<file path="config.mk">
export PLATFORM = sky130hd
export DESIGN_NAME = hssc_top
export DESIGN_NICKNAME = d
export VERILOG_FILES = /design/src/pkg/hssc_pkg.sv /design/src/pkg/hssc_db_if.sv /design/src/hw/hssc_top.sv /design/src/hw/hssc_debounce.sv
export VERILOG_INCLUDE_DIRS = /design/src /design/src/pkg
export SDC_FILE = /design/constraint.sdc
export NUM_CORES = 1
export LEC_CHECK = 0
export ABC_CLOCK_PERIOD_IN_PS = 2300
export BUFFER_PORTS_ARGS = -buffer_cell sky130_fd_sc_hd__buf_4
export CELL_PAD_IN_SITES_DETAIL_PLACEMENT = 1
export CELL_PAD_IN_SITES_GLOBAL_PLACEMENT = 1
export CORE_AREA = 5 5 93 95
export CTS_BUF_LIST = sky130_fd_sc_hd__clkbuf_8
export DETAILED_ROUTE_END_ITERATION = 8
export DIE_AREA = 0 0 98 100
export GPL_TIMING_DRIVEN = 0
export PLACE_DENSITY = 0.8
export SYNTH_ARGS = -nofsm -noshare
export SYNTH_HDL_FRONTEND = slang
export SYNTH_SLANG_ARGS = --single-unit
export TNS_END_PERCENT = 1
</file>
<file path="constraint.sdc">
create_clock -name pclk -period 2.3 [get_ports pclk]
set_input_delay 0.23 -clock pclk [delete_from_list [all_inputs] [get_ports pclk]]
set_output_delay 0.23 -clock pclk [all_outputs]
set_load 0.05 [all_outputs]
</file>
<file path="src/pkg/hssc_cfg.svh">
/*
  Constants of the hot-swap startup control block: register offsets,
  field positions, reset values, mode codes and timing.
  Assumes inclusion by bare name from the package and the design files.
*/
// Notes on behaviour
// - The insertion event line is asserted to tell the host of a fresh insertion or a pending extraction.
// - The ejector latch input reads 0 for a closed switch and 1 for an open one.
// - The indicator LED output is driven high to light the LED and low otherwise.
// - The startup strap is captured at the rising edge of the bus reset and held as the hot-swap mode.
// - A captured strap of 1 with configuration retry enabled in status bit 2 retries every configuration cycle.
// - A captured strap of 0 with retry enabled leaves configuration cycles unclaimed and takes the mode from the speed straps.
// - Hot-swap operation is enabled only when the strap is low at reset.
// - The speed straps are used only when the strap was captured as 0, and are ignored otherwise.
// - Speed code 11 gives conventional mode at 33 or 66 MHz by the 66 MHz pin and reports 1111 in bits 19:16.
// - Speed code 10 gives PCI-X Mode 1 at 66 MHz and reports 1110.
// - Speed code 01 gives PCI-X Mode 1 at 100 MHz and reports 1101.
// - Speed code 00 gives PCI-X Mode 1 at 133 MHz and reports 1100.
// - Under hot-swap the mode comes from the speed straps, not from an initialization pattern.
// - Hot-swap never selects PCI-X Mode 2; the speed codes reach conventional or Mode 1 only.
// - The ejector switch input is debounced before a change of it is acted on.
`ifndef HSSC_CFG_SVH
`define HSSC_CFG_SVH

`define HSSC_ADDR_W 12
`define HSSC_OFS_CTRL 12'h000
`define HSSC_OFS_BSTAT 12'h004
`define HSSC_OFS_ISTAT 12'h008
`define HSSC_OFS_IMASK 12'h00c

// control register
`define HSSC_CTRL_LED 0
// bus status register
`define HSSC_BS_STRAP 0
`define HSSC_BS_HSEN 1
`define HSSC_BS_RETRY 2
`define HSSC_BS_LATCH 3
`define HSSC_BS_PCIX 4
`define HSSC_BS_MODE_LO 16
`define HSSC_BS_MODE_HI 19
// interrupt status / mask
`define HSSC_IRQ_INS 0
`define HSSC_IRQ_EXT 1
`define HSSC_IRQ_CAP 2
`define HSSC_IRQ_W 3

`define HSSC_RST_WORD 32'h0000_0000
`define HSSC_RST_MASK 3'h0

`define HSSC_SPD_CONV 2'h3
`define HSSC_SPD_X66 2'h2
`define HSSC_SPD_X100 2'h1
`define HSSC_SPD_X133 2'h0
`define HSSC_MODE_CONV 4'hf
`define HSSC_MODE_X66 4'he
`define HSSC_MODE_X100 4'hd
`define HSSC_MODE_X133 4'hc

`define HSSC_CLK_MHZ 40
`define HSSC_DEBOUNCE_US 1000
`define HSSC_DEBOUNCE_CYC (`HSSC_DEBOUNCE_US * `HSSC_CLK_MHZ)

`endif

</file>
<file path="src/pkg/hssc_pkg.sv">
/*
  Types of the hot-swap startup control block.
  Assumes the constants header sits beside it.
*/
`default_nettype none
`include "hssc_cfg.svh"
package hssc_pkg;
  typedef enum logic [1:0] {
    HSSC_F33 = 2'h0,
    HSSC_F66 = 2'h1,
    HSSC_F100 = 2'h2,
    HSSC_F133 = 2'h3
  } hssc_freq_t;

  // one-hot: bus reset held, bus running
  typedef enum logic [1:0] {
    HSSC_ST_RST = 2'h1,
    HSSC_ST_RUN = 2'h2
  } hssc_state_t;
endpackage
`default_nettype wire

</file>
<file path="src/pkg/hssc_db_if.sv">
/*
  Link between the top module and its ejector switch debouncer.
  Assumes both ends share one clock.
*/
`default_nettype none
interface hssc_db_if;
  logic raw;
  logic stable;
  logic changed;
  modport deb (input raw, output stable, output changed);
  modport user (output raw, input stable, input changed);
endinterface
`default_nettype wire

</file>
<file path="src/hw/hssc_top.sv">
/*
  Hot-swap startup control: strap capture at bus reset release, bus mode
  selection, configuration claim gating, ejector latch, LED and the
  open-drain insertion event line, with an APB register file.
  Assumes all strap and switch pins are asynchronous to pclk and that an
  external pull-up holds the event line high while released.
*/
`default_nettype none
`include "hssc_cfg.svh"
module hssc_top #(
  parameter int unsigned DEBOUNCE_CYCLES = `HSSC_DEBOUNCE_CYC
) (
  input wire logic pclk, // APB and block clock, 40 MHz
  input wire logic presetn, // async reset, active low
  input wire logic ce, // clock enable, freezes state when low
  input wire logic psel, // APB select
  input wire logic penable, // APB access phase
  input wire logic pwrite, // APB direction
  input wire logic [`HSSC_ADDR_W-1:0] paddr, // APB byte address
  input wire logic [31:0] pwdata, // APB write data
  output logic [31:0] prdata, // APB read data
  output logic pready, // APB ready
  output logic pslverr, // APB error, unmapped address
  input wire logic pci_bus_rst_n, // PCI bus reset pin, active low
  input wire logic swap_startup_strap_n, // hot-swap startup strap, active low
  input wire logic [1:0] backplane_speed_strap, // backplane speed code
  input wire logic speed66_enable_pin, // 66 MHz enable pin
  input wire logic ejector_latch_state, // 0 closed, 1 open
  input wire logic [3:0] init_mode_field, // mode found by init pattern logic
  output logic insertion_event_n_o, // event line drive value, always 0
  output logic insertion_event_n_oe, // event line enable, high pulls low
  output logic swap_indicator_led, // hot-swap LED, high lights
  output logic cfg_retry_all, // retry every configuration cycle
  output logic cfg_no_claim, // leave configuration cycles unclaimed
  output logic pcix_mode, // bus runs PCI-X Mode 1
  output hssc_pkg::hssc_freq_t bus_freq, // bus frequency
  output logic irq // level interrupt
);
  localparam int unsigned NSYNC = 6;

  // two-stage synchronisers for every pin
  logic [NSYNC-1:0] pin_raw, sync1_ff, sync2_ff;
  assign pin_raw = {pci_bus_rst_n, swap_startup_strap_n, backplane_speed_strap,
                    speed66_enable_pin, ejector_latch_state};

  always_ff @(posedge pclk or negedge presetn) begin
    if (!presetn) begin
      sync1_ff <= '0;
      sync2_ff <= '0;
    end else if (ce) begin
      sync1_ff <= pin_raw;
      sync2_ff <= sync1_ff;
    end
  end

  logic s_prst_n, s_strap_n, s_m66, s_latch;
  logic [1:0] s_speed;
  assign s_prst_n = sync2_ff[5];
  assign s_strap_n = sync2_ff[4];
  assign s_speed = sync2_ff[3:2];
  assign s_m66 = sync2_ff[1];
  assign s_latch = sync2_ff[0];

  // ejector switch debouncer
  hssc_db_if dbi ();
  assign dbi.raw = s_latch;

  hssc_debounce #(
    .CYCLES(DEBOUNCE_CYCLES)
  ) u_deb (
    .pclk(pclk),
    .presetn(presetn),
    .ce(ce),
    .db(dbi)
  );

  // latch reads 1 for an open switch
  logic latch_open, latch_opened, latch_closed;
  assign latch_open = dbi.stable;
  assign latch_opened = dbi.changed & latch_open;
  assign latch_closed = dbi.changed & ~latch_open;

  // mode lookup from speed straps; no code reaches PCI-X Mode 2
  function automatic logic [3:0] speed_mode(input logic [1:0] code);
    case (code)
      `HSSC_SPD_CONV: speed_mode = `HSSC_MODE_CONV;
      `HSSC_SPD_X66: speed_mode = `HSSC_MODE_X66;
      `HSSC_SPD_X100: speed_mode = `HSSC_MODE_X100;
      `HSSC_SPD_X133: speed_mode = `HSSC_MODE_X133;
      default: speed_mode = `HSSC_MODE_CONV;
    endcase
  endfunction

  function automatic hssc_pkg::hssc_freq_t speed_freq(input logic [1:0] code,
                                                      input logic m66);
    case (code)
      `HSSC_SPD_CONV: speed_freq = m66 ? hssc_pkg::HSSC_F66 : hssc_pkg::HSSC_F33;
      `HSSC_SPD_X66: speed_freq = hssc_pkg::HSSC_F66;
      `HSSC_SPD_X100: speed_freq = hssc_pkg::HSSC_F100;
      `HSSC_SPD_X133: speed_freq = hssc_pkg::HSSC_F133;
      default: speed_freq = hssc_pkg::HSSC_F33;
    endcase
  endfunction

  // bus reset tracking and strap capture
  hssc_pkg::hssc_state_t st_ff, nxt_st;
  logic strap_ff, nxt_strap;
  logic [3:0] mode_ff, nxt_mode;
  hssc_pkg::hssc_freq_t freq_ff, nxt_freq;
  logic cap_evt;

  // mode is held from capture on; straps may float once the bus runs
  always_comb begin
    nxt_st = st_ff;
    nxt_strap = strap_ff;
    nxt_mode = mode_ff;
    nxt_freq = freq_ff;
    cap_evt = 1'b0;
    case (st_ff)
      hssc_pkg::HSSC_ST_RST: begin
        if (s_prst_n) begin
          nxt_st = hssc_pkg::HSSC_ST_RUN;
          nxt_strap = s_strap_n;
          cap_evt = 1'b1;
          if (!s_strap_n) begin
            nxt_mode = speed_mode(s_speed);
            nxt_freq = speed_freq(s_speed, s_m66);
          end else begin
            nxt_mode = init_mode_field;
            nxt_freq = s_m66 ? hssc_pkg::HSSC_F66 : hssc_pkg::HSSC_F33;
          end
        end
      end
      hssc_pkg::HSSC_ST_RUN: begin
        if (!s_prst_n) begin
          nxt_st = hssc_pkg::HSSC_ST_RST;
        end
      end
      default: nxt_st = hssc_pkg::HSSC_ST_RST;
    endcase
  end

  always_ff @(posedge pclk or negedge presetn) begin
    if (!presetn) begin
      st_ff <= hssc_pkg::HSSC_ST_RST;
      strap_ff <= 1'b1;
      mode_ff <= `HSSC_MODE_CONV;
      freq_ff <= hssc_pkg::HSSC_F33;
    end else if (ce) begin
      st_ff <= nxt_st;
      strap_ff <= nxt_strap;
      mode_ff <= nxt_mode;
      freq_ff <= nxt_freq;
    end
  end

  logic hs_en;
  assign hs_en = ~strap_ff;

  // APB register file
  logic led_ff, nxt_led;
  logic retry_ff, nxt_retry;
  logic [`HSSC_IRQ_W-1:0] ist_ff, nxt_ist;
  logic [`HSSC_IRQ_W-1:0] imask_ff, nxt_imask;
  logic [`HSSC_IRQ_W-1:0] evt;
  logic wr_en, rd_en, hit;
  logic [31:0] nxt_rdata, rdata_ff;
  logic [31:0] bstat;

  assign wr_en = psel & penable & pwrite & ce;
  assign rd_en = psel & ~penable & ~pwrite;
  assign hit = (paddr == `HSSC_OFS_CTRL) || (paddr == `HSSC_OFS_BSTAT) ||
               (paddr == `HSSC_OFS_ISTAT) || (paddr == `HSSC_OFS_IMASK);

  // insertion: latch closed at capture or later; extraction: latch opened
  // capture looks at the fresh strap, strap_ff still holds the previous one
  assign evt[`HSSC_IRQ_INS] = (cap_evt & ~s_strap_n & ~latch_open) | (hs_en & latch_closed);
  assign evt[`HSSC_IRQ_EXT] = hs_en & latch_opened;
  assign evt[`HSSC_IRQ_CAP] = cap_evt;

  always_comb begin
    bstat = `HSSC_RST_WORD;
    bstat[`HSSC_BS_STRAP] = strap_ff;
    bstat[`HSSC_BS_HSEN] = hs_en;
    bstat[`HSSC_BS_RETRY] = retry_ff;
    bstat[`HSSC_BS_LATCH] = latch_open;
    bstat[`HSSC_BS_PCIX] = pcix_mode;
    bstat[`HSSC_BS_MODE_HI:`HSSC_BS_MODE_LO] = mode_ff;
  end

  always_comb begin
    nxt_led = led_ff;
    nxt_retry = retry_ff;
    nxt_imask = imask_ff;
    nxt_ist = ist_ff;
    nxt_rdata = rdata_ff;
    if (wr_en) begin
      case (paddr)
        `HSSC_OFS_CTRL: nxt_led = pwdata[`HSSC_CTRL_LED];
        `HSSC_OFS_BSTAT: nxt_retry = pwdata[`HSSC_BS_RETRY];
        `HSSC_OFS_ISTAT: nxt_ist = ist_ff & ~pwdata[`HSSC_IRQ_W-1:0];
        `HSSC_OFS_IMASK: nxt_imask = pwdata[`HSSC_IRQ_W-1:0];
        default: nxt_led = led_ff;
      endcase
    end
    // a new event wins over a write-one clear in the same cycle
    nxt_ist = nxt_ist | evt;
    if (rd_en) begin
      case (paddr)
        `HSSC_OFS_CTRL: nxt_rdata = {31'h0000_0000, led_ff};
        `HSSC_OFS_BSTAT: nxt_rdata = bstat;
        `HSSC_OFS_ISTAT: nxt_rdata = {29'h0000_0000, ist_ff};
        `HSSC_OFS_IMASK: nxt_rdata = {29'h0000_0000, imask_ff};
        default: nxt_rdata = `HSSC_RST_WORD;
      endcase
    end
  end

  always_ff @(posedge pclk or negedge presetn) begin
    if (!presetn) begin
      led_ff <= 1'b0;
      retry_ff <= 1'b0;
      ist_ff <= `HSSC_RST_MASK;
      imask_ff <= `HSSC_RST_MASK;
      rdata_ff <= `HSSC_RST_WORD;
    end else if (ce) begin
      led_ff <= nxt_led;
      retry_ff <= nxt_retry;
      ist_ff <= nxt_ist;
      imask_ff <= nxt_imask;
      rdata_ff <= nxt_rdata;
    end
  end

  // zero wait states; a frozen clock enable stretches the access
  assign pready = ce;
  assign pslverr = psel & penable & ~hit;
  assign prdata = rdata_ff;
  assign irq = |(ist_ff & imask_ff);

  // configuration claim gating
  assign cfg_retry_all = retry_ff & strap_ff;
  assign cfg_no_claim = retry_ff & ~strap_ff;

  // mode and frequency outputs
  assign pcix_mode = (mode_ff != `HSSC_MODE_CONV);
  assign bus_freq = freq_ff;

  // LED follows software
  assign swap_indicator_led = led_ff;

  // event line asserted while insertion or extraction is pending and hot-swap is enabled
  assign insertion_event_n_o = 1'b0;
  assign insertion_event_n_oe = hs_en &
    (ist_ff[`HSSC_IRQ_INS] | ist_ff[`HSSC_IRQ_EXT]);
endmodule
`default_nettype wire

</file>
<file path="src/hw/hssc_debounce.sv">
/*
  Ejector switch debouncer: a new level is taken only after it has held
  for CYCLES clock cycles without a break.
  Assumes raw is already synchronised to pclk.
*/
`default_nettype none
`include "hssc_cfg.svh"
module hssc_debounce #(
  parameter int unsigned CYCLES = `HSSC_DEBOUNCE_CYC
) (
  input wire logic pclk, // clock
  input wire logic presetn, // async reset, active low
  input wire logic ce, // clock enable
  hssc_db_if.deb db // raw in, stable level and change pulse out
);
  localparam int unsigned CW = $clog2(CYCLES + 1);

  if (CYCLES < 1) begin : g_bad
    $error("debounce length must be at least one cycle");
  end

  logic [CW-1:0] cnt_ff, nxt_cnt;
  logic stable_ff, nxt_stable;
  logic chg_ff, nxt_chg;

  // switch closes to 0 after reset, matching a board without hot-swap
  always_comb begin
    nxt_cnt = cnt_ff;
    nxt_stable = stable_ff;
    nxt_chg = 1'b0;
    if (db.raw == stable_ff) begin
      nxt_cnt = '0;
    end else if (cnt_ff == CW'(CYCLES - 1)) begin
      nxt_cnt = '0;
      nxt_stable = db.raw;
      nxt_chg = 1'b1;
    end else begin
      nxt_cnt = cnt_ff + CW'(1);
    end
  end

  always_ff @(posedge pclk or negedge presetn) begin
    if (!presetn) begin
      cnt_ff <= '0;
      stable_ff <= 1'b0;
      chg_ff <= 1'b0;
    end else if (ce) begin
      cnt_ff <= nxt_cnt;
      stable_ff <= nxt_stable;
      chg_ff <= nxt_chg;
    end
  end

  assign db.stable = stable_ff;
  assign db.changed = chg_ff & ce;
endmodule
`default_nettype wire

</file>
==> reports/qor.yml, run 1 <==
wl_um: 7250
worstReg2RegStart: "u_deb.db.stable"
io_pins: 103
maxCapViolations: 0
critPathCaptureType: "flip-flop"
status: "finished, final reports clean"
placed_cells: 451
grt_usage_pct: 15.2
p_int_uw: 1720
netlist_area_um2: 2890
power.switching_uw: 862
htree_levels: 2
path_clk_slew_ns: 0.11
p_leak_uw: 0.00175
antenna_found_initial: 0
synthTopCellsByArea: "dfrtp_1, mux2_2, buf_4"
synth_edf_count: 0
r2r_end: "u_deb.cnt_ff[12]"
yosys.cell_types.count: 53
cts_buffers: 5
dp_hpwl_um: 5400
crit_path_max_fanout: 6
overflow: 0
clock_sinks: 56
core.rowCount: 32
skew_ns: 0.0111
n_antenna_cell: 0
coreArea_um2: 7650
fin_cells: 462
period_share_pct: 95.5
slew_violations: 0
synth_top_area_cell: "dfrtp_1"
numPortBuffers: 49
first_iter_violations: 83
slew-limit-headroom_pct: 52.8
clk_latency_ns: 0.31
final_core_util_pct: 47.5
ir_worst_vdd_mv: 0.305
worst_pin_slew_ns: 0.708
critPathSlowestCell: "xor2_1"
place_congestion: 0.857
final_common_cell: "buf_4"
synth-warning-count: 0
post-route-min-period_ns: 2.20
firstDrtPassIters: 4
cp_data_required_time_ns: 2.55
vias_per_cell: 5.07
fin_tns_setup_ns: 0
comb_power_share_pct: 25.3
grt_start_max_net_pins: 57
setup_viol: 0
final_cell_mix: "buf_4, dfrtp_1, conb_1, nand2_1, mux2_2"
clockPowerShare_pct: 25.7
p_seq_share_pct: 49.0
worst-setup-path-type: "reg2reg"
fp.dieH_um: 100
initial_core_util_pct: 37.8
drc_errors: 0
ant_nets: 0
cts_tree: "built"
clock_path_buffers: 2
crit_chain: "xor2_1 -> and2_1 -> o21ai_4 -> buf_4 -> buf_12 -> or4_1 -> nand3_1"
final_hold_viol_count: 0
ys.flop_type: "dfrtp_1"
vias: 2341
max_freq_mhz: 455
crit_path_end: "u_deb.cnt_ff[12]"
die-width_um: 98
setup.worst_path.start: "u_deb.db.stable"
syn-mean-instance-area_um2: 10.4
dieArea_um2: 9800
area_growth_pct: 25.7
worst_slack_ns: 0.104
ys_seq_area_share_pct: 48.7
synth-seq-cells: 56
syn_inst: 277
start_kind: "flip-flop"
power_density_nw_per_um2: 710
cts-root-buf: "clkbuf_8"
async_flop_share_pct: 100
drive_gt1_share_pct: 32.5
swShare_pct: 33.4
rsz0062_at_grt: "yes"
r2r_cells: 7
synth_top_area_share_pct: 43.3
grt_pass1_wl_um: 12200
post_drt_wl_per_cell_um: 15.7
nNetsFinal: 420
hold_class: "in2reg"
rrSetupSlack_ns: 0.10
crit_arrival_ns: 2.44
grt_pass1_vias: 2416
cpPeakStageDelay_ns: 0.48
preCtsSetupSlack_ns: 0.0652
-- synth_stat cells (all sizes together) (2+ instances only) --
cell,count
or4,2
clkbuf,6
nand2,23
nor3b,2
nand4,5
a22o,7
o31ai,3
a21o,3
mux2i,4
inv,13
o2bb2ai,2
and2,2
buf,28
mux2,21
or3,6
nor3,6
o21ai,19
o41ai,3
nor2,11
dfstp,6
nor4,4
and3,7
a211o,2
a21oi,7
nand3,10
nor2b,4
dfrtp,50
-- sequential cells by signal, summed over array words and instances, names as in the netlist --
signal	count
u_deb.cnt_ff	16
prdata	9
sync1_ff	6
sync2_ff	6
mode_ff	4
imask_ff	3
ist_ff	3
bus_freq	2
st_ff	2
retry_ff	1
strap_ff	1
swap_indicator_led	1
u_deb.chg_ff	1
u_deb.db.stable	1
-- how the worst min path moves through the flow --
stage	startpoint	end	slack, ns	cells after the start
2_1_floorplan	presetn	bus_freq[0]	-0.07	0
3_3_place_gp	presetn	u_deb.cnt_ff[8]	0.33	1
3_5_place_dp	presetn	u_deb.cnt_ff[8]	0.34	1
4_1_cts	swap_startup_strap_n	sync1_ff[4]	0.13	2
5_1_grt	backplane_speed_strap[0]	sync1_ff[2]	0.13	2
6_report	swap_startup_strap_n	sync1_ff[4]	0.14	2
-- logic make-up after synthesis --
kind of cell | Yosys count | share of synthesized area [%]
compound gates | 57 | 14.2
xor+xnor | 1 | 0.303
fa+ha+maj | 1 | 0.433
buf+inv | 47 | 9.61
flops | 56 | 48.7
mux | 26 | 10.3
other cells | 1 | 0.130
simple gates | 88 | 16.2
-- power by group through the flow --
stage	clock network, µW	logic (µW)	registers [µW]
finish	662	653	1260
global route	723	713	1280
CTS	682	645	1260
detailed placement	0	643	1280
global placement	0	616	1270
floorplan	0	394	1310
-- metal layers --
layer,vias to the layer above,track usage [%],wire [µm]
met2,63,24.8,3490
met1,1156,20.1,3290
met4,0,5.43,111
met5,-,0,0
met3,8,3.20,359
li1,1114,-,-
-- area by class of cell --
class / count / area (µm²)
fill: 908 / 4020
sequential: 56 / 1410
multi-input combinational: 197 / 1300
timing repair buffer: 52 / 405
buffer: 34 / 229
tap: 102 / 128
clock buffer: 5 / 68.8
inverter: 13 / 48.8
clock inverter: 3 / 42.5
-- critical path, delay by kind of cell, from the launching register on --
| kind | cells | cell delay (ns) |
|---|---|---|
| flops | 1 | 0.45 |
| buf+inv | 2 | 0.28 |
| simple gates | 3 | 0.84 |
| xor+xnor | 1 | 0.48 |
| compound gates | 1 | 0.08 |
-- stage by stage --
step	instance area [µm²]	hold WS (ns)	power, µW
floorplan	2980	-0.0656	1700
global placement	3470	0.329	1890
detailed placement	3470	0.338	1920
CTS	3590	0.127	2590
global route	3630	0.126	2720
finish	3630	0.142	2580
-- repair_timing --
item | CTS | global route
setup endpoints to repair | 0 | 4
resized for setup | 0 | 1
hold buffers | 1 | 0
endpoints found under the hold margin | 42 | 0
setup buffers | 0 | 2
Power figures use the tool's default switching activity.
==> run 2, diff against run 1 <==
--- a/config.mk
+++ b/config.mk
@@ -6,16 +6,16 @@
 export SDC_FILE = /design/constraint.sdc
 export NUM_CORES = 1
 export LEC_CHECK = 0
-export ABC_CLOCK_PERIOD_IN_PS = 2300
+export ABC_CLOCK_PERIOD_IN_PS = 2540
 export BUFFER_PORTS_ARGS = -buffer_cell sky130_fd_sc_hd__buf_4
 export CELL_PAD_IN_SITES_DETAIL_PLACEMENT = 1
 export CELL_PAD_IN_SITES_GLOBAL_PLACEMENT = 1
-export CORE_AREA = 5 5 93 95
+export CORE_AREA = 5 5 89 91
 export CTS_BUF_LIST = sky130_fd_sc_hd__clkbuf_8
 export DETAILED_ROUTE_END_ITERATION = 8
-export DIE_AREA = 0 0 98 100
+export DIE_AREA = 0 0 94 96
 export GPL_TIMING_DRIVEN = 0
-export PLACE_DENSITY = 0.8
+export PLACE_DENSITY = 0.87
 export SYNTH_ARGS = -nofsm -noshare
 export SYNTH_HDL_FRONTEND = slang
 export SYNTH_SLANG_ARGS = --single-unit
==> constraint.sdc (replaced) <==
create_clock -name pclk -period 2.54 [get_ports pclk]
set_input_delay 0.254 -clock pclk [delete_from_list [all_inputs] [get_ports pclk]]
set_output_delay 0.254 -clock pclk [all_outputs]
set_load 0.05 [all_outputs]
==> run 2 against run 1 <==
Effect of this change: the flow now finishes with violations (negative hold slack); clock-buffer cell count is the same; power fell by 12%; cell count decreased by 1.3%; sequential power fell by 9.5%; wire length decreased by 0.91%; first-iteration DRC count is the same; via count down 0.68%; hold slack worse by 0.15 ns; non-clock buffer count is 3 lower; largest cell class unchanged; largest power group unchanged.
==> reports/qor.yml, run 2 (same netlist as run 1, synthesis figures left out) <==
nNetsFinal: 417
crit_path_end: "u_deb.cnt_ff[13]"
rsz0062_at_grt: "no"
maxCapViolations: 0
final_common_cell: "buf_4"
largest_reg_flops: 16
multi_input_area_um2: 1290
worst_pin_slew_ns: 0.717
path_clk_slew_ns: 0.09
die-width_um: 94
swShare_pct: 32.3
status: "finished with violations"
overflow: 0
hold_class: "in2async"
violations: "negative hold slack"
grt_usage_pct: 16.1
clockPowerShare_pct: 24.7
post_drt_wl_per_cell_um: 15.8
htree_levels: 2
p_seq_share_pct: 50.2
max_freq_mhz: 445
crit_path_max_fanout: 10
placed_cells: 448
p_total_uw: 2270
wl_um: 7180
setup_viol: 0
antenna_found_initial: 0
hold_slack_ns: -0.00507
grt_pass1_vias: 2442
fill_cells: 828
power_density_nw_per_um2: 636
area_growth_pct: 23.7
p_int_uw: 1540
dieArea_um2: 9020
comb_power_share_pct: 25.1
cpPeakStageDelay_ns: 0.58
dp_hpwl_um: 5590
setup.worst_path.start: "u_deb.cnt_ff[13]"
drc_errors: 0
final_hold_viol_count: 8
grt_start_max_net_pins: 57
cts_resized: 0
final_cell_mix: "buf_4, dfrtp_1, conb_1, nand2_1, mux2_2"
worstReg2RegStart: "u_deb.cnt_ff[13]"
n_antenna_cell: 0
rrSetupSlack_ns: 0.29
io_pins: 103
cts_buffers: 5
critPathSlowestCell: "or4b_4"
grt_pass1_wl_um: 11700
r2r_end: "u_deb.cnt_ff[13]"
cts_tree: "built"
clk_latency_ns: 0.30
place_congestion: 0.799
slew-limit-headroom_pct: 52.2
numPortBuffers: 49
clock_sinks: 56
fin_cells: 456
first_iter_violations: 83
cts_setup_buffers: 0
power.switching_uw: 735
seq_area_um2: 1410
vias_per_cell: 5.10
ir_worst_vdd_mv: 0.237
drive_gt1_share_pct: 32.2
firstDrtPassIters: 4
cts-root-buf: "clkbuf_8"
r2r_cells: 6
crit_arrival_ns: 2.43
clock_path_buffers: 2
worst-setup-path-type: "reg2reg"
top_register: "u_deb.cnt_ff"
period_share_pct: 88.4
ant_nets: 0
post-route-min-period_ns: 2.25
slew_violations: 0
p_leak_uw: 0.00172
coreArea_um2: 7060
crit_chain: "or4b_4 -> or3_4 -> o21ai_4 -> buf_6 -> nor3_1 -> a211o_1"
critPathCaptureType: "flip-flop"
cp_data_required_time_ns: 2.73
start_kind: "flip-flop"
core.rowCount: 31
fin_tns_setup_ns: 0
vias: 2325
ctsHoldBuffers: 0
skew_ns: 0.00769
initial_core_util_pct: 40.9
fp.dieH_um: 96
-- run 2: changes by cell type in the layout (fill, tap and decap cells not counted), sizes merged --
| cell | before | now |
|---|---|---|
| dlygate4sd3 | 1 | 0 |
| clkinv | 0 | 1 |
| inv | 15 | 14 |
| buf | 79 | 77 |
-- run 2: layout make-up --
type / instances / share of cell area, %
well taps: 99 / 3.46
plain buffers: 34 / 6.40
repair buffers: 49 / 10.3
clock inverters: 3 / 1.08
multi-input cells: 197 / 36.1
clock buffers: 5 / 1.92
flip-flops and latches: 56 / 39.4
inverters: 13 / 1.36
-- run 2: how the worst min path moves through the flow --
| stage | startpoint | end | slack (ns) | depth (start not counted) |
|---|---|---|---|---|
| floorplan | presetn | bus_freq[0] | -0.04 | 0 |
| global placement | presetn | u_deb.cnt_ff[9] | 0.35 | 1 |
| detailed placement | presetn | u_deb.cnt_ff[9] | 0.35 | 1 |
| CTS | presetn | u_deb.cnt_ff[6] | 0.02 | 1 |
| global route | presetn | u_deb.cnt_ff[9] | 0.05 | 1 |
| finish | presetn | u_deb.cnt_ff[6] | -0.005 | 1 |
-- run 2: worst max-delay path, delay by kind of cell (launching register included) --
| kind | cells | cell delay [ns] |
|---|---|---|
| compound gates | 2 | 0.50 |
| flops | 1 | 0.44 |
| buf+inv | 1 | 0.19 |
| simple gates | 3 | 1.00 |
-- run 2: through the flow --
| step | worst slack [ns] | util (%) | cell area (µm²) | hold WS, ns |
|---|---|---|---|---|
| 4_1_cts | 0.267 | 50.7 | 3580 | 0.0158 |
| 3_3_place_gp | 0.345 | 49.1 | 3470 | 0.347 |
| 5_1_grt | 0.189 | 50.7 | 3580 | 0.0501 |
| 6_report | 0.294 | 50.7 | 3580 | -0.00507 |
| 3_5_place_dp | 0.296 | 49.1 | 3470 | 0.349 |
| 2_1_floorplan | 0.494 | - | 2980 | -0.0416 |
-- run 2: power groups by stage --
stage / logic, µW / clock network (µW) / registers [µW]
floorplan: 356 / 0 / 1180
global placement: 556 / 0 / 1150
finish: 571 / 561 / 1140
CTS: 578 / 584 / 1140
detailed placement: 576 / 0 / 1160
global route: 616 / 618 / 1160
-- run 2: layer usage --
metal / GRT usage (%) / share of wire (%)
met4: 4.33 / 1.2
met2: 29.3 / 51
met1: 19.4 / 42
met3: 3.36 / 5.7
met5: 0 / 0
